===== src/tcs_pkg.sv =====
// Constants and types for the cascaded dual 8-bit timer
// Functional notes
// - Either channel selecting the cascade clock code 100 links the two timers into a pair.
// - Channel 0 on code 100 makes one 16-bit counter, channel 0 high byte, channel 1 low byte.
// - In 16-bit mode the channel 0 match flag sets only on a full 16-bit compare match.
// - In 16-bit mode the channel 1 match flag sets on a low-byte match whatever the high byte.
// - In 16-bit mode a channel 0 clear-on-match setting clears both counters on a 16-bit match.
// - That joint clear on 16-bit compare match A also happens when clearing by the reset pin is chosen.
// - In 16-bit mode channel 1's clear setting is ignored and the low byte never clears alone.
// - In 16-bit mode channel 0's output pin follows its output select on 16-bit matches.
// - In 16-bit mode channel 1's output pin follows its output select on low-byte matches.
// - Channel 1 on code 100, with channel 0 on another code, counts one step per compare match A of channel 0.
// - In match count mode each channel keeps its own flags, interrupts, pin and clearing.
package tcs_pkg;
  // ==========================================
  // Register offsets
  localparam logic [7:0] OFF_CTRL   = 8'h00;
  localparam logic [7:0] OFF_CSR    = 8'h04;
  localparam logic [7:0] OFF_CMPA   = 8'h08;
  localparam logic [7:0] OFF_CMPB   = 8'h0c;
  localparam logic [7:0] OFF_CNT    = 8'h10;
  localparam logic [7:0] CH_STRIDE  = 8'h20;
  localparam logic [7:0] OFF_STAT   = 8'h40;
  localparam logic [7:0] OFF_MASK   = 8'h44;
  localparam logic [7:0] OFF_MODE   = 8'h48;
  // ==========================================
  // Field positions
  localparam int CKS_LSB  = 0;
  localparam int CLR_LSB  = 3;
  localparam int PIN_BIT  = 4;
  localparam int STAT_W   = 4;
  // ==========================================
  // Reset values
  localparam logic [7:0] RST_CTRL = 8'h00;
  localparam logic [7:0] RST_CMP  = 8'hff;
  localparam logic [7:0] RST_CNT  = 8'h00;
  localparam logic [3:0] RST_OS   = 4'h0;
  localparam logic [3:0] RST_STAT = 4'h0;
  // ==========================================
  // Prescaler taps
  localparam logic [5:0] PRE_DIV8_MASK  = 6'h07;
  localparam logic [5:0] PRE_DIV64_MASK = 6'h3f;
  // ==========================================
  // Bus responses
  localparam logic [1:0] RESP_OKAY   = 2'b00;
  localparam logic [1:0] RESP_SLVERR = 2'b10;
  // ==========================================
  // Codes
  typedef enum logic [2:0] {
    CKS_STOP  = 3'b000,
    CKS_DIV1  = 3'b001,
    CKS_DIV8  = 3'b010,
    CKS_DIV64 = 3'b011,
    CKS_CASC  = 3'b100
  } tcs_cks_type;
  typedef enum logic [1:0] {
    CLR_NONE = 2'b00,
    CLR_MA   = 2'b01,
    CLR_MB   = 2'b10,
    CLR_PIN  = 2'b11
  } tcs_clr_type;
  typedef enum logic [1:0] {
    OS_KEEP = 2'b00,
    OS_LOW  = 2'b01,
    OS_HIGH = 2'b10,
    OS_TOG  = 2'b11
  } tcs_os_type;
endpackage


===== src/tcs_pin.sv =====
// Timer output pin control for one channel
`timescale 1ns/1ns
module tcs_pin import tcs_pkg::*; (
  // Clock and reset
  input  wire logic       clk,
  input  wire logic       rst_n,
  // Match events and output select
  input  wire logic       ev_a,
  input  wire logic       ev_b,
  input  wire logic [3:0] output_select_field,
  // Pin level
  output logic            pin
);
  logic pin_r;
  logic pin_b;
  logic pin_nxt;

  function automatic logic apply_os(input logic [1:0] os, input logic cur);
    case (os)
      OS_LOW:  apply_os = 1'b0;
      OS_HIGH: apply_os = 1'b1;
      OS_TOG:  apply_os = ~cur;
      default: apply_os = cur;
    endcase
  endfunction

  // ==========================================
  // Match B first, match A last
  assign pin_b   = ev_b ? apply_os(output_select_field[3:2], pin_r) : pin_r;
  assign pin_nxt = ev_a ? apply_os(output_select_field[1:0], pin_b) : pin_b;
  assign pin     = pin_r;

  always_ff @(posedge clk or negedge rst_n) begin
    if (!rst_n) begin
      pin_r <= 1'b0;
    end else begin
      pin_r <= pin_nxt;
    end
  end
endmodule


===== src/tcs_axil.sv =====
// AXI4-Lite slave front end for the timer registers
`timescale 1ns/1ns
module tcs_axil import tcs_pkg::*; #(
  parameter int AW = 8
) (
  // Clock and reset
  input  wire logic          clk,
  input  wire logic          rst_n,
  // Write address and data
  input  wire logic [AW-1:0] awaddr,
  input  wire logic          awvalid,
  output logic               awready,
  input  wire logic [31:0]   wdata,
  input  wire logic [3:0]    wstrb,
  input  wire logic          wvalid,
  output logic               wready,
  // Write response
  output logic [1:0]         bresp,
  output logic               bvalid,
  input  wire logic          bready,
  // Read address and data
  input  wire logic [AW-1:0] araddr,
  input  wire logic          arvalid,
  output logic               arready,
  output logic [31:0]        rdata,
  output logic [1:0]         rresp,
  output logic               rvalid,
  input  wire logic          rready,
  // Register side
  output logic               wr_en,
  output logic [AW-1:0]      wr_addr,
  output logic [31:0]        wr_data,
  output logic [3:0]         wr_strb,
  input  wire logic          wr_ok,
  output logic [AW-1:0]      rd_addr,
  input  wire logic [31:0]   rd_data,
  input  wire logic          rd_ok
);
  logic          aw_full_r;
  logic          w_full_r;
  logic [AW-1:0] addr_r;
  logic [31:0]   data_r;
  logic [3:0]    strb_r;
  logic          bvalid_r;
  logic [1:0]    bresp_r;
  logic          rvalid_r;
  logic [31:0]   rdata_r;
  logic [1:0]    rresp_r;
  logic          aw_fire;
  logic          w_fire;
  logic          ar_fire;

  // ==========================================
  // Handshakes
  assign awready = ~aw_full_r;
  assign wready  = ~w_full_r;
  assign arready = ~rvalid_r;
  assign aw_fire = awvalid & ~aw_full_r;
  assign w_fire  = wvalid & ~w_full_r;
  assign ar_fire = arvalid & ~rvalid_r;
  assign wr_en   = aw_full_r & w_full_r & ~bvalid_r;
  assign wr_addr = addr_r;
  assign wr_data = data_r;
  assign wr_strb = strb_r;
  assign rd_addr = araddr;
  assign bvalid  = bvalid_r;
  assign bresp   = bresp_r;
  assign rvalid  = rvalid_r;
  assign rdata   = rdata_r;
  assign rresp   = rresp_r;

  // ==========================================
  // Write path
  always_ff @(posedge clk or negedge rst_n) begin
    if (!rst_n) begin
      aw_full_r <= 1'b0;
      addr_r    <= '0;
    end else if (aw_fire) begin
      aw_full_r <= 1'b1;
      addr_r    <= awaddr;
    end else if (wr_en) begin
      aw_full_r <= 1'b0;
    end
  end

  always_ff @(posedge clk or negedge rst_n) begin
    if (!rst_n) begin
      w_full_r <= 1'b0;
      data_r   <= 32'h0000_0000;
      strb_r   <= 4'h0;
    end else if (w_fire) begin
      w_full_r <= 1'b1;
      data_r   <= wdata;
      strb_r   <= wstrb;
    end else if (wr_en) begin
      w_full_r <= 1'b0;
    end
  end

  always_ff @(posedge clk or negedge rst_n) begin
    if (!rst_n) begin
      bvalid_r <= 1'b0;
      bresp_r  <= RESP_OKAY;
    end else if (wr_en) begin
      bvalid_r <= 1'b1;
      bresp_r  <= wr_ok ? RESP_OKAY : RESP_SLVERR;
    end else if (bready) begin
      bvalid_r <= 1'b0;
    end
  end

  // ==========================================
  // Read path
  always_ff @(posedge clk or negedge rst_n) begin
    if (!rst_n) begin
      rvalid_r <= 1'b0;
      rdata_r  <= 32'h0000_0000;
      rresp_r  <= RESP_OKAY;
    end else if (ar_fire) begin
      rvalid_r <= 1'b1;
      rdata_r  <= rd_data;
      rresp_r  <= rd_ok ? RESP_OKAY : RESP_SLVERR;
    end else if (rready) begin
      rvalid_r <= 1'b0;
    end
  end
endmodule


===== src/tcs_top.sv =====
// Cascaded dual 8-bit timer with AXI4-Lite registers
//
// Decided for this implementation: register access over AXI4-Lite and the placing of the registers.
`timescale 1ns/1ns
module tcs_top import tcs_pkg::*; (
  // Clock and reset
  input  wire logic        CORE_CLK,
  input  wire logic        RST_N,
  // AXI4-Lite write address
  input  wire logic [7:0]  S_AXI_AWADDR,
  input  wire logic        S_AXI_AWVALID,
  output logic             S_AXI_AWREADY,
  // AXI4-Lite write data
  input  wire logic [31:0] S_AXI_WDATA,
  input  wire logic [3:0]  S_AXI_WSTRB,
  input  wire logic        S_AXI_WVALID,
  output logic             S_AXI_WREADY,
  // AXI4-Lite write response
  output logic [1:0]       S_AXI_BRESP,
  output logic             S_AXI_BVALID,
  input  wire logic        S_AXI_BREADY,
  // AXI4-Lite read address
  input  wire logic [7:0]  S_AXI_ARADDR,
  input  wire logic        S_AXI_ARVALID,
  output logic             S_AXI_ARREADY,
  // AXI4-Lite read data
  output logic [31:0]      S_AXI_RDATA,
  output logic [1:0]       S_AXI_RRESP,
  output logic             S_AXI_RVALID,
  input  wire logic        S_AXI_RREADY,
  // Timer pins
  input  wire logic [1:0]  EXT_COUNTER_RESET_INPUT,
  output logic             CH0_TIMER_OUTPUT_PIN,
  output logic             CH1_TIMER_OUTPUT_PIN,
  // Interrupt
  output logic             IRQ
);
  logic [7:0]  ctrl_r [2];
  logic [3:0]  os_r   [2];
  logic [7:0]  cmpa_r [2];
  logic [7:0]  cmpb_r [2];
  logic [7:0]  cnt_r  [2];
  logic [7:0]  cnt_nxt [2];
  logic [STAT_W-1:0] stat_r;
  logic [STAT_W-1:0] stat_nxt;
  logic [STAT_W-1:0] mask_r;
  logic [5:0]  pre_r;
  logic [1:0]  eqa_r;
  logic [1:0]  eqb_r;
  logic [1:0]  ext_prev_r;

  logic        wr_en;
  logic [7:0]  wr_addr;
  logic [31:0] wr_data;
  logic [3:0]  wr_strb;
  logic        wr_ok;
  logic [7:0]  rd_addr;
  logic [31:0] rd_data;
  logic        rd_ok;
  logic        wr_b0;

  logic [1:0]  wr_ctrl;
  logic [1:0]  wr_csr;
  logic [1:0]  wr_cmpa;
  logic [1:0]  wr_cmpb;
  logic [1:0]  wr_cnt;
  logic        wr_stat;
  logic        wr_mask;
  logic        wr_hit_ch;

  logic        mode16;
  logic        mcount;
  logic        eq16a;
  logic        eq16b;
  logic [1:0]  eqa;
  logic [1:0]  eqb;
  logic [1:0]  eva;
  logic [1:0]  evb;
  logic [1:0]  ext_edge;
  logic [1:0]  tick;
  logic [1:0]  clr_own;
  logic [1:0]  clr;
  logic [1:0]  inc;
  logic [1:0]  pin_lvl;
  tcs_clr_type clr_sel [2];
  tcs_cks_type cks     [2];

  // ==========================================
  // Bus slave
  tcs_axil #(.AW(8)) u_axil (
    .clk     (CORE_CLK),
    .rst_n   (RST_N),
    .awaddr  (S_AXI_AWADDR),
    .awvalid (S_AXI_AWVALID),
    .awready (S_AXI_AWREADY),
    .wdata   (S_AXI_WDATA),
    .wstrb   (S_AXI_WSTRB),
    .wvalid  (S_AXI_WVALID),
    .wready  (S_AXI_WREADY),
    .bresp   (S_AXI_BRESP),
    .bvalid  (S_AXI_BVALID),
    .bready  (S_AXI_BREADY),
    .araddr  (S_AXI_ARADDR),
    .arvalid (S_AXI_ARVALID),
    .arready (S_AXI_ARREADY),
    .rdata   (S_AXI_RDATA),
    .rresp   (S_AXI_RRESP),
    .rvalid  (S_AXI_RVALID),
    .rready  (S_AXI_RREADY),
    .wr_en   (wr_en),
    .wr_addr (wr_addr),
    .wr_data (wr_data),
    .wr_strb (wr_strb),
    .wr_ok   (wr_ok),
    .rd_addr (rd_addr),
    .rd_data (rd_data),
    .rd_ok   (rd_ok)
  );

  // ==========================================
  // Write decode
  assign wr_b0     = wr_en & wr_strb[0];
  assign wr_stat   = wr_b0 & (wr_addr == OFF_STAT);
  assign wr_mask   = wr_b0 & (wr_addr == OFF_MASK);
  assign wr_hit_ch = (wr_addr[7:6] == 2'b00) & (wr_addr[1:0] == 2'b00) & (wr_addr[4:0] <= OFF_CNT[4:0]);
  assign wr_ok     = wr_hit_ch | (wr_addr == OFF_STAT) | (wr_addr == OFF_MASK) | (wr_addr == OFF_MODE);

  // ==========================================
  // Read decode
  always_comb begin
    rd_data = 32'h0000_0000;
    rd_ok   = 1'b1;
    case (rd_addr)
      OFF_CTRL:              rd_data[4:0] = ctrl_r[0][4:0];
      OFF_CSR:               rd_data[4:0] = {pin_lvl[0], os_r[0]};
      OFF_CMPA:              rd_data[7:0] = cmpa_r[0];
      OFF_CMPB:              rd_data[7:0] = cmpb_r[0];
      OFF_CNT:               rd_data[7:0] = cnt_r[0];
      OFF_CTRL + CH_STRIDE:  rd_data[4:0] = ctrl_r[1][4:0];
      OFF_CSR + CH_STRIDE:   rd_data[4:0] = {pin_lvl[1], os_r[1]};
      OFF_CMPA + CH_STRIDE:  rd_data[7:0] = cmpa_r[1];
      OFF_CMPB + CH_STRIDE:  rd_data[7:0] = cmpb_r[1];
      OFF_CNT + CH_STRIDE:   rd_data[7:0] = cnt_r[1];
      OFF_STAT:              rd_data[STAT_W-1:0] = stat_r;
      OFF_MASK:              rd_data[STAT_W-1:0] = mask_r;
      OFF_MODE:              rd_data[1:0] = {mcount, mode16};
      default:               rd_ok = 1'b0;
    endcase
  end

  // ==========================================
  // Mode selection
  // cascade on either code
  assign cks[0]  = tcs_cks_type'(ctrl_r[0][CKS_LSB +: 3]);
  assign cks[1]  = tcs_cks_type'(ctrl_r[1][CKS_LSB +: 3]);
  // channel 0 code gives 16-bit mode
  assign mode16  = (cks[0] == CKS_CASC);
  assign mcount  = ~mode16 & (cks[1] == CKS_CASC);
  assign clr_sel[0] = tcs_clr_type'(ctrl_r[0][CLR_LSB +: 2]);
  assign clr_sel[1] = tcs_clr_type'(ctrl_r[1][CLR_LSB +: 2]);

  // ==========================================
  // Compare logic
  // joined compare value
  assign eq16a  = ({cnt_r[0], cnt_r[1]} == {cmpa_r[0], cmpa_r[1]});
  assign eq16b  = ({cnt_r[0], cnt_r[1]} == {cmpb_r[0], cmpb_r[1]});
  assign eqa[0] = mode16 ? eq16a : (cnt_r[0] == cmpa_r[0]);
  assign eqb[0] = mode16 ? eq16b : (cnt_r[0] == cmpb_r[0]);
  // channel 1 match is low byte
  assign eqa[1] = (cnt_r[1] == cmpa_r[1]);
  assign eqb[1] = (cnt_r[1] == cmpb_r[1]);
  assign eva    = eqa & ~eqa_r;
  assign evb    = eqb & ~eqb_r;
  assign ext_edge = EXT_COUNTER_RESET_INPUT & ~ext_prev_r;

  // ==========================================
  // Clearing
  // joint clear on 16-bit match
  // match clear kept in pin mode
  assign clr[0] = clr_own[0] | (mode16 & (clr_sel[0] == CLR_PIN) & eva[0]);
  // low byte follows channel 0 only
  assign clr[1] = mode16 ? clr[0] : clr_own[1];

  // ==========================================
  // Count enables
  // count channel 0 match A
  assign inc[1] = mcount ? eva[0] : tick[1];
  assign inc[0] = mode16 ? (inc[1] & (cnt_r[1] == 8'hff)) : tick[0];

  // ==========================================
  // Per channel logic
  genvar i;
  generate
    for (i = 0; i < 2; i++) begin : g_ch
      localparam logic [7:0] BASE = (i == 0) ? 8'h00 : CH_STRIDE;
      assign wr_ctrl[i] = wr_b0 & (wr_addr == BASE + OFF_CTRL);
      assign wr_csr[i]  = wr_b0 & (wr_addr == BASE + OFF_CSR);
      assign wr_cmpa[i] = wr_b0 & (wr_addr == BASE + OFF_CMPA);
      assign wr_cmpb[i] = wr_b0 & (wr_addr == BASE + OFF_CMPB);
      assign wr_cnt[i]  = wr_b0 & (wr_addr == BASE + OFF_CNT);
      assign tick[i]    = (cks[i] == CKS_DIV1)
                        | ((cks[i] == CKS_DIV8) & ((pre_r & PRE_DIV8_MASK) == PRE_DIV8_MASK))
                        | ((cks[i] == CKS_DIV64) & (pre_r == PRE_DIV64_MASK));
      assign clr_own[i] = ((clr_sel[i] == CLR_MA) & eva[i])
                        | ((clr_sel[i] == CLR_MB) & evb[i])
                        | ((clr_sel[i] == CLR_PIN) & ext_edge[i]);
      assign cnt_nxt[i] = clr[i] ? RST_CNT : wr_cnt[i] ? wr_data[7:0] :
                          inc[i] ? 8'(cnt_r[i] + 8'h01) : cnt_r[i];

      always_ff @(posedge CORE_CLK or negedge RST_N) begin
        if (!RST_N) begin
          ctrl_r[i] <= RST_CTRL;
          os_r[i]   <= RST_OS;
          cmpa_r[i] <= RST_CMP;
          cmpb_r[i] <= RST_CMP;
          cnt_r[i]  <= RST_CNT;
        end else begin
          ctrl_r[i] <= wr_ctrl[i] ? {3'h0, wr_data[4:0]} : ctrl_r[i];
          os_r[i]   <= wr_csr[i] ? wr_data[3:0] : os_r[i];
          cmpa_r[i] <= wr_cmpa[i] ? wr_data[7:0] : cmpa_r[i];
          cmpb_r[i] <= wr_cmpb[i] ? wr_data[7:0] : cmpb_r[i];
          cnt_r[i]  <= cnt_nxt[i];
        end
      end

      // channel 1 pin on low byte
      tcs_pin u_pin (
        .clk                 (CORE_CLK),
        .rst_n               (RST_N),
        .ev_a                (eva[i]),
        .ev_b                (evb[i]),
        .output_select_field (os_r[i]),
        .pin                 (pin_lvl[i])
      );
    end
  endgenerate

  assign CH0_TIMER_OUTPUT_PIN = pin_lvl[0];
  assign CH1_TIMER_OUTPUT_PIN = pin_lvl[1];

  // ==========================================
  // Status, mask and interrupt
  // flags per channel
  assign stat_nxt = (stat_r & ~(wr_stat ? wr_data[STAT_W-1:0] : {STAT_W{1'b0}})) | {evb[1], eva[1], evb[0], eva[0]};
  assign IRQ      = |(stat_r & mask_r);

  always_ff @(posedge CORE_CLK or negedge RST_N) begin
    if (!RST_N) begin
      stat_r <= RST_STAT;
      mask_r <= RST_STAT;
    end else begin
      stat_r <= stat_nxt;
      mask_r <= wr_mask ? wr_data[STAT_W-1:0] : mask_r;
    end
  end

  always_ff @(posedge CORE_CLK or negedge RST_N) begin
    if (!RST_N) begin
      pre_r      <= 6'h00;
      eqa_r      <= 2'b00;
      eqb_r      <= 2'b00;
      ext_prev_r <= 2'b00;
    end else begin
      pre_r      <= 6'(pre_r + 6'h01);
      eqa_r      <= eqa;
      eqb_r      <= eqb;
      ext_prev_r <= EXT_COUNTER_RESET_INPUT;
    end
  end
endmodule


===== config.mk =====
export PLATFORM = sky130hd
export DESIGN_NAME = tcs_top
export DESIGN_NICKNAME = d
export VERILOG_FILES = /design/src/tcs_pkg.sv /design/src/tcs_pin.sv /design/src/tcs_axil.sv /design/src/tcs_top.sv
export SDC_FILE = /design/constraint.sdc
export NUM_CORES = 1
export LEC_CHECK = 0
export BUFFER_PORTS_ARGS = -buffer_cell sky130_fd_sc_hd__buf_2
export CELL_PAD_IN_SITES_DETAIL_PLACEMENT = 1
export CELL_PAD_IN_SITES_GLOBAL_PLACEMENT = 1
export CORE_ASPECT_RATIO = 2
export CORE_MARGIN = 2
export CORE_UTILIZATION = 42
export CTS_BUF_LIST = sky130_fd_sc_hd__clkbuf_4
export CTS_CLUSTER_DIAMETER = 120
export DETAILED_ROUTE_END_ITERATION = 10
export GPL_TIMING_DRIVEN = 0
export PLACE_DENSITY_LB_ADDON = 0.1
export SLEW_MARGIN = 10
export SYNTH_ARGS = -nofsm -noshare
export SYNTH_HDL_FRONTEND = slang
export SYNTH_SLANG_ARGS = --single-unit

===== constraint.sdc =====
create_clock -name CORE_CLK -period 3 [get_ports CORE_CLK]
set_input_delay 0.3 -clock CORE_CLK [delete_from_list [all_inputs] [get_ports CORE_CLK]]
set_output_delay 0.3 -clock CORE_CLK [all_outputs]
set_load 0.02 [all_outputs]

==> impl_metrics.json, run 1 <==
{
  "worst-slew-pin-transition_ns": 1.19,
  "synth_compound_gate_area_share": 0.120,
  "max-vdd-ir-drop_mv": 0.466,
  "arrival_ns": 3.36,
  "tritoncts.num_buffers": 17,
  "post_synth_and_or_nand_nor_area_fraction": 0.168,
  "final_clock_skew_ns": 0.0201,
  "clk_transition_reported_paths_ns": 0.12,
  "coreArea_mm2": 0.0162,
  "maxClockFrequency_mhz": 341,
  "fin_area_mm2": 0.00807,
  "place.port_buffers": 50,
  "drt-pass1-iter-count": 6,
  "synth.lib_cells_used.distinct": 76,
  "setup.worst_path.end_class": "register",
  "setup.worst_path.class": "reg2reg",
  "hold_class": "in2reg",
  "post-route-min-period_ns": 2.94,
  "nFillCells": 1861,
  "cts_buffer_depth": 2,
  "setup_repair_after_global_routing_missed_its_margin": "false",
  "fin_tns_setup_ns": 0,
  "die_area_mm2": 0.0176,
  "timing.critical_path.from_type": "register",
  "post-route-period-util": 0.979,
  "finalMaxSlewViolations": 0,
  "layout.cells.most_common": "sky130_fd_sc_hd__dfrtp_1",
  "globalplace.congestion": 0.953,
  "dpl-instance-area_mm2": 0.00755,
  "dp_hpwl_um": 17400,
  "routed_wirelength_um": 22500,
  "cts.htree.levels": 4,
  "syn-instance-count": 652,
  "power_per_cell_area_mw_per_mm2": 680,
  "antenna_found_initial": 1,
  "final_net_count": 836,
  "yosys-mux-area-fraction": 0.159,
  "worst_ep_required_time_ns": 3.42,
  "netlist.top_cell.by_area": "sky130_fd_sc_hd__dfrtp_1",
  "run_status": "finished clean",
  "routed-via-count": 5642,
  "ant_nets": 0,
  "start_util": 0.427,
  "postCtsSetupRepairBufs": 0,
  "ctsResizeCount": 0,
  "final_layout_size_suffix_gt1_frac": 0.338,
  "setup_viol": 0,
  "die_y_um": 185,
  "gr-usage-all-layers": 0.273,
  "final-hold-violation-count": 0,
  "max-slew-margin-rel": 0.201,
  "grt_start_max_net_pins": 65,
  "synth-warning-count": 0,
  "grt_pass1_vias": 6161,
  "most_used_flip_flop_cell_after_synthesis": "sky130_fd_sc_hd__dfrtp_1",
  "area.growth.synth_to_final_pct": 16.8,
  "leakage_nw": 3.51,
  "grt_pass1_wl_um": 34800,
  "synthDominantCellAreaShare": 0.315,
  "clock_tree.root_cell": "sky130_fd_sc_hd__clkbuf_4",
  "floorplan.io_pins": 105,
  "width_of_the_die_um": 94.7,
  "grt_overflow_total": 0,
  "cp_max_fo": 8,
  "insertion_delay_ns": 0.57,
  "layout_common_cells": "sky130_fd_sc_hd__dfrtp_1, sky130_fd_sc_hd__mux2_2, sky130_fd_sc_hd__buf_2",
  "rows": 66,
  "synthesis.area_per_instance_um2": 10.6,
  "adder_cell_area_share_of_the_yosys_netlist": 0.00724,
  "detailedRoute.firstIterationViolations": 214,
  "synth.ff_latch_count": 119,
  "tritoncts": "done",
  "synth-edff-count": 0,
  "synth_async_sr_flop_share": 1.00,
  "p_total_mw": 5.49,
  "clock-sinks": 119,
  "synth-seq-area-share": 0.436,
  "route.detailed.vias_per_inst": 5.70,
  "synth_area_leaders": "sky130_fd_sc_hd__dfrtp_1, sky130_fd_sc_hd__mux2_2, sky130_fd_sc_hd__dfstp_2, sky130_fd_sc_hd__xor2_1, sky130_fd_sc_hd__buf_4",
  "wire_per_inst_um": 22.8,
  "netlist_area_mm2": 0.00691,
  "cap_viol_max_count": 0,
  "synth-xor-area-share": 0.0469,
  "detail_route.drc_violations": 0,
  "main_combinational_cell_family_by_area_after_synthesis": "simple AND/OR/NAND/NOR gates"
}
sequential cells by signal, summed over array words and instances, names as in the netlist, 2 cells and up:
| name | count |
|---|---|
| os_r | 8 |
| pre_r | 6 |
| eqb_r | 2 |
| stat_r | 4 |
| cmpa_r | 16 |
| g_ch.u_pin.pin | 2 |
| u_axil.rdata | 8 |
| cnt_r | 16 |
| clr_sel | 4 |
| u_axil.wr_data | 8 |
| u_axil.wr_addr | 8 |
| eqa_r | 2 |
| mask_r | 4 |
| cks | 6 |
| cmpb_r | 16 |
| ext_prev_r | 2 |
Yosys cell counts (all sizes together) (10+ instances only):
cell,instances
dfrtp,87
mux2,80
nand2,52
nor2,47
buf,45
dfstp,32
xor2,27
nand3,24
o21ai,22
a22oi,16
clkbuf,16
nor3,16
mux2i,15
a21oi,14
a31oi,13
inv,13
nor4,12
xnor2,10
routing by layer:
layer	vias up	global-route usage	routed length, um
met5	-	0	0
met4	0	0.177	1450
li1	2554	-	-
met1	2860	0.277	8000
met2	173	0.500	12300
met3	55	0.0445	774
power by group:
group          total (mW)  switching, mW  internal (mW)
sequential           2.40          0.430           1.97
clock                1.22          0.636          0.588
combinational        1.86           1.09          0.774
total                5.49           2.15           3.34
worst max-delay path: stages, from the launching register on:
cell	delay, ns
sky130_fd_sc_hd__dfrtp_1	0.50
sky130_fd_sc_hd__xor2_1	0.22
sky130_fd_sc_hd__nor4_1	1.00
sky130_fd_sc_hd__and2_1	0.26
sky130_fd_sc_hd__buf_4	0.17
sky130_fd_sc_hd__o2111ai_1	0.16
sky130_fd_sc_hd__a22oi_4	0.36
sky130_fd_sc_hd__a221oi_1	0.11
layout make-up:
class	instances	area, um^2	share of cell area
sequential	119	3020	0.374
clock inverter	12	134	0.0166
multi-input combinational	484	3560	0.441
buffer	61	378	0.0468
tap	204	255	0.0316
clock buffer	20	150	0.0186
antenna	1	2.50	0.000310
inverter	13	48.8	0.00604
timing repair buffer	75	524	0.0649
logic make-up (layout without fill, tap and decap cells):
kind of cell / Yosys count / in the layout
compound gates: 110 / 110
xor+xnor: 37 / 37
fa+ha+maj: 4 / 4
buf+inv: 74 / 181
flops: 119 / 119
mux: 97 / 97
other cells: 1 / 27
simple gates: 210 / 210
through the flow:
step	setup WS (ns)	util	std cells	hold slack, ns
global placement	0.0840	0.464	931	0.421
CTS	0.0775	0.499	988	0.117
detailed placement	0.135	0.466	932	0.310
global route	0.0667	0.499	989	0.175
floorplan	0.981	-	677	0.00441
finish	0.0637	0.499	989	0.122
repair_timing:
item	in CTS	in global routing
setup endpoints to repair	0	0
endpoints found under the hold margin	61	0
hold buffers	24	0
path summary, 6_finish.rpt:
check	slack, ns	cells after the start	start	endpoint
min in group asynchronous	0.26	2	RST_N	cnt_r[3]
setup reg to reg	0.06	7	cnt_r[1]	cnt_r[14]
setup / recovery	0.06	7	cnt_r[1]	cnt_r[14]
hold reg to reg	0.48	2	u_axil.rdata[3]	u_axil.rdata[3]
hold / removal	0.12	3	S_AXI_ARVALID	u_axil.rvalid
max in group asynchronous	1.99	3	RST_N	cmpb_r[3]
Note: power is estimated with default switching activity, not from simulation.
==> inputs of run 2 (changes only) <==
- CELL_PAD_IN_SITES_GLOBAL_PLACEMENT: 1 -> 2
- CORE_UTILIZATION: 42 -> 41
==> impl_metrics.json, run 2 (synthesis gave the netlist of run 1 again) <==
{
  "fin_util": 0.487,
  "post-route-min-period_ns": 2.66,
  "arrival_ns": 3.08,
  "cap_viol_max_count": 0,
  "rows": 67,
  "cp_max_fo": 8,
  "top_flop_regs": "cmpa_r (16), cmpb_r (16), cnt_r (16)",
  "width_of_the_die_um": 95.8,
  "cts.htree.levels": 4,
  "antenna_found_initial": 1,
  "coreArea_mm2": 0.0166,
  "setup.worst_path.class": "reg2reg",
  "routed_wirelength_um": 20800,
  "finalMaxSlewViolations": 0,
  "tritoncts": "done",
  "grt_pass1_vias": 5808,
  "timing.critical_path.cells": "xor2_1 -> nor4_1 -> and2_1 -> buf_4 -> o2111ai_1 -> a22oi_4 -> a221oi_1",
  "setup_viol": 0,
  "ctsResizeCount": 0,
  "floorplan.io_pins": 105,
  "run_status": "finished clean",
  "start_util": 0.417,
  "critical_path.slowest_cell": "sky130_fd_sc_hd__nor4_1",
  "area.growth.synth_to_final_pct": 16.9,
  "setup_repair_after_global_routing_missed_its_margin": "false",
  "grt_start_max_net_pins": 78,
  "grt_overflow_total": 0,
  "gr-usage-all-layers": 0.247,
  "layout.cells.most_common": "sky130_fd_sc_hd__dfrtp_1",
  "timing.critical_path.from_type": "register",
  "tritoncts.num_buffers": 17,
  "max-slew-margin-rel": 0.458,
  "worst_ep_required_time_ns": 3.42,
  "critical-path-max-stage-delay_ns": 0.72,
  "die_y_um": 188,
  "cts_buffer_depth": 2,
  "place.port_buffers": 50,
  "insertion_delay_ns": 0.56,
  "ant_nets": 0,
  "clk_transition_reported_paths_ns": 0.11,
  "layout_common_cells": "sky130_fd_sc_hd__dfrtp_1, sky130_fd_sc_hd__mux2_2, sky130_fd_sc_hd__buf_2",
  "max-vdd-ir-drop_mv": 0.532,
  "detail_route.drc_violations": 0,
  "dp_hpwl_um": 15600,
  "leakage_nw": 3.50,
  "wire_per_inst_um": 20.9,
  "maxClockFrequency_mhz": 375,
  "die_area_mm2": 0.0180,
  "route.detailed.vias_per_inst": 5.43,
  "setup.worst_path.end_class": "register",
  "grt_pass1_wl_um": 32600,
  "post-route-period-util": 0.888,
  "nFillCells": 1891,
  "final_clock_skew_ns": 0.0215,
  "detailedRoute.firstIterationViolations": 315,
  "power_per_cell_area_mw_per_mm2": 673,
  "hold_class": "in2reg",
  "drt-pass1-iter-count": 5,
  "globalplace.congestion": 0.855,
  "worst-slew-pin-transition_ns": 0.806,
  "clock_tree.root_cell": "sky130_fd_sc_hd__clkbuf_4",
  "fin_tns_setup_ns": 0,
  "final_net_count": 836,
  "clock-sinks": 119,
  "final_layout_size_suffix_gt1_frac": 0.339,
  "final-hold-violation-count": 0,
  "routed-via-count": 5382
}
run 2: cell types whose count changed in the layout (fill, tap and decap cells not counted), sizes merged:
cell	previous run	this run
clkinvlp	2	5
clkbuf	36	33
run 2: worst max-delay path, delay by kind of cell (launching register included):
family	cells	cell delay (ns)
flops	1	0.52
xor+xnor	1	0.24
compound gates	3	0.66
simple gates	2	0.95
buf+inv	1	0.15
run 2: timing repair:
item / in CTS / in global routing
setup endpoints to repair: 0 / 0
hold buffers: 24 / 0
buffers inserted: 0 / 0
endpoints found under the hold margin: 65 / 0
run 2: power breakdown:
group | switching [mW] | internal, mW
logic | 1.03 | 0.773
registers | 0.438 | 1.97
clock network | 0.658 | 0.562
total | 2.13 | 3.31
run 2: area by class of cell:
type / count / area [um^2] / area share
multi-input cells: 484 / 3560 / 0.441
flip-flops and latches: 119 / 3020 / 0.373
repair buffers: 75 / 524 / 0.0649
plain buffers: 61 / 378 / 0.0467
well taps: 207 / 259 / 0.0320
clock inverters: 15 / 161 / 0.0200
clock buffers: 17 / 128 / 0.0158
inverters: 13 / 48.8 / 0.00604
diodes: 1 / 2.50 / 0.000310
run 2: final timing paths:
path                                       from           endpoint  slack (ns)  depth (start not counted)
max in group asynchronous                 RST_N         cmpb_r[12]        2.01                          3
worst min register to register  u_axil.rresp[1]    u_axil.rresp[1]        0.49                          1
min in group asynchronous                 RST_N  u_axil.wr_data[6]        0.22                          2
worst max-delay path                   cnt_r[1]          cnt_r[14]        0.34                          7
worst max register to register         cnt_r[1]          cnt_r[14]        0.34                          7
worst min-delay path              S_AXI_ARVALID      u_axil.rvalid        0.12                          3
run 2: metal layers:
layer | global-route usage | part of all wire | vias to the layer above
met3 | 0.0350 | 0.016 | 27
li1 | - | - | 2560
met2 | 0.455 | 0.56 | 78
met4 | 0.0879 | 0.021 | 0
met1 | 0.279 | 0.40 | 2717
met5 | 0 | 0 | -
run 2: per-stage QoR:
step / area, um^2 / hold slack, ns / worst slack (ns) / power, mW / instances
finish: 8080 / 0.118 / 0.337 / 5.44 / 992
global route: 8080 / 0.136 / 0.239 / 5.76 / 992
detailed placement: 7550 / 0.248 / 0.443 / 4.24 / 935
CTS: 8080 / 0.0986 / 0.419 / 5.50 / 991
floorplan: 7010 / 0.00441 / 0.981 / 3.56 / 677
global placement: 7520 / 0.419 / -0.0229 / 4.17 / 934
==> inputs of run 3 (changes only) <==
- RECOVER_POWER: not set -> 100
==> impl_metrics.json, run 3 (synthesis gave the netlist of run 1 again) <==
{
  "run_status": "finished, violations left",
  "violations": "capacitance limit, slew limit",
  "grt_start_max_net_pins": 78,
  "wire_per_inst_um": 21.0,
  "layout.cells.most_common": "sky130_fd_sc_hd__dfrtp_1",
  "final_cells": 992,
  "worst_ep_required_time_ns": 3.49,
  "worstRegToRegCells": 8,
  "finalWorstSetupSlack_ns": 0.310,
  "tritoncts.num_buffers": 17,
  "place.port_buffers": 50,
  "grt_pass1_wl_um": 32600,
  "tritoncts": "done",
  "timing.critical_path.cells": "clkbuf_1 -> nor4b_1 -> clkbuf_1 -> a22oi_1 -> o21ai_0 -> a22oi_1 -> a31oi_1",
  "floorplan.io_pins": 105,
  "arrival_ns": 3.18,
  "worst-slew-pin-transition_ns": 2.47,
  "gr-usage-all-layers": 0.247,
  "critical-path-max-stage-delay_ns": 1.21,
  "clock-sinks": 119,
  "top_flop_regs": "cmpa_r (16), cmpb_r (16), cnt_r (16)",
  "cp_max_fo": 10,
  "hold_class": "in2reg",
  "cts.htree.levels": 4,
  "clk_transition_reported_paths_ns": 0.11,
  "finalMaxSlewViolations": 43,
  "ant_nets": 0,
  "min_to": "u_axil.rvalid",
  "setup.worst_path.class": "in2reg",
  "route.top_layer_used": "met4",
  "path_delay_family": "simple AND/OR/NAND/NOR gates",
  "detailedRoute.firstIterationViolations": 295,
  "dp_hpwl_um": 15600,
  "setup_repair_after_global_routing_missed_its_margin": "false",
  "grt_pass1_vias": 5808,
  "maxClockFrequency_mhz": 372,
  "worst-r2r-setup-slack_ns": 0.34,
  "post-route-period-util": 0.897,
  "wl_met3_um": 390,
  "detail_route.drc_violations": 0,
  "timing.critical_path.from": "S_AXI_ARADDR[5]",
  "die_area_mm2": 0.0180,
  "dr_wl_met2_um": 11700,
  "fin_area_mm2": 0.00799,
  "clock_tree.root_cell": "sky130_fd_sc_hd__clkbuf_4",
  "timing.critical_path.from_type": "input port",
  "power_per_cell_area_mw_per_mm2": 674,
  "layout_common_cells": "sky130_fd_sc_hd__dfrtp_1, sky130_fd_sc_hd__mux2_2, sky130_fd_sc_hd__nand2_1",
  "width_of_the_die_um": 95.8,
  "coreArea_mm2": 0.0166,
  "routedLengthMet1_um": 8300,
  "insertion_delay_ns": 0.57,
  "drt-pass1-iter-count": 4,
  "number_of_placed_cells_counting_well_taps": 935,
  "worst_r2r_endpoint": "cnt_r[14]",
  "start_util": 0.417,
  "cts_buffer_depth": 2,
  "nFillCells": 1902,
  "rows": 67,
  "place_worst_setup_slack_ns": 0.443,
  "dpl-instance-area_mm2": 0.00755,
  "final_net_count": 836,
  "critical_hold_path_startpoint": "S_AXI_ARVALID",
  "routed_wirelength_um": 20800,
  "leakage_nw": 3.40,
  "setup_viol": 0,
  "post-route-min-period_ns": 2.69,
  "routed-via-count": 5402,
  "max-vdd-ir-drop_mv": 0.533,
  "grt_overflow_total": 0,
  "final_clock_skew_ns": 0.0168,
  "globalplace.congestion": 0.855,
  "die_y_um": 188,
  "final_layout_size_suffix_gt1_frac": 0.301,
  "critical_path.slowest_cell": "sky130_fd_sc_hd__nor4b_1",
  "setup.worst_path.end_class": "register",
  "max-slew-margin-rel": -0.648,
  "cap_viol_max_count": 2,
  "route.detailed.vias_per_inst": 5.45,
  "worst-path-buf-inv": 2,
  "final-hold-violation-count": 0,
  "rr_startpoint": "cnt_r[7]",
  "area.growth.synth_to_final_pct": 15.6,
  "antenna_found_initial": 1,
  "whs_path_depth": 3
}
-- run 3: metal layers --
layer	track usage	vias to the layer above
li1	-	2559
met2	0.455	73
met5	0	-
met4	0.0879	0
met1	0.279	2740
met3	0.0350	30
-- run 3: cell type report --
| type | instances | area, um^2 | area share |
|---|---|---|---|
| Antenna cell | 1 | 2.50 | 0.000313 |
| Buffer | 61 | 374 | 0.0468 |
| Clock buffer | 17 | 128 | 0.0160 |
| Clock inverter | 15 | 161 | 0.0202 |
| Inverter | 13 | 48.8 | 0.00611 |
| Multi-Input combinational cell | 484 | 3510 | 0.439 |
| Sequential cell | 119 | 3020 | 0.378 |
| Tap cell | 207 | 259 | 0.0324 |
| Timing Repair Buffer | 75 | 492 | 0.0615 |
-- run 3: how the worst max path moves through the flow --
| stage | end | slack, ns | cells past startpoint |
|---|---|---|---|
| final | u_axil.rdata[4] | 0.31 | 7 |
| after global routing | u_axil.rdata[4] | 0.15 | 7 |
| after CTS | cnt_r[14] | 0.42 | 7 |
| after detailed placement | cnt_r[14] | 0.44 | 7 |
| after global placement | g_ch[0].u_pin.pin | -0.02 | 1 |
| after floorplan | cnt_r[2] | 0.98 | 6 |
-- run 3: report_power, final --
group,internal (mW),total (mW),leakage [nW],switching (mW)
clock,0.561,1.22,0.140,0.658
combinational,0.735,1.75,1.86,1.02
sequential,1.97,2.41,1.40,0.441
total,3.27,5.39,3.40,2.12
-- run 3: worst min-delay path, delay by kind of cell --
kind	cells	cell delay, ns
AND/OR/NAND/NOR	1	0.13
AO/OA/AOI/OAI	1	0.11
buffers and inverters	1	0.08
-- run 3: stage by stage --
stage / setup TNS, ns / utilization / hold slack [ns] / power [mW]
6_report: 0 / 0.481 / 0.111 / 5.39
5_1_grt: 0 / 0.481 / 0.136 / 5.71
4_1_cts: 0 / 0.487 / 0.0986 / 5.50
3_5_place_dp: 0 / 0.455 / 0.248 / 4.24
3_3_place_gp: -1.14 / 0.453 / 0.419 / 4.17
2_1_floorplan: 0 / - / 0.00441 / 3.56
-- run 3: what timing repair did --
item,4_1_cts,5_1_grt
resized for setup,0,0
hold endpoints to repair,65,0
hold buffers,24,0
setup buffers,0,0
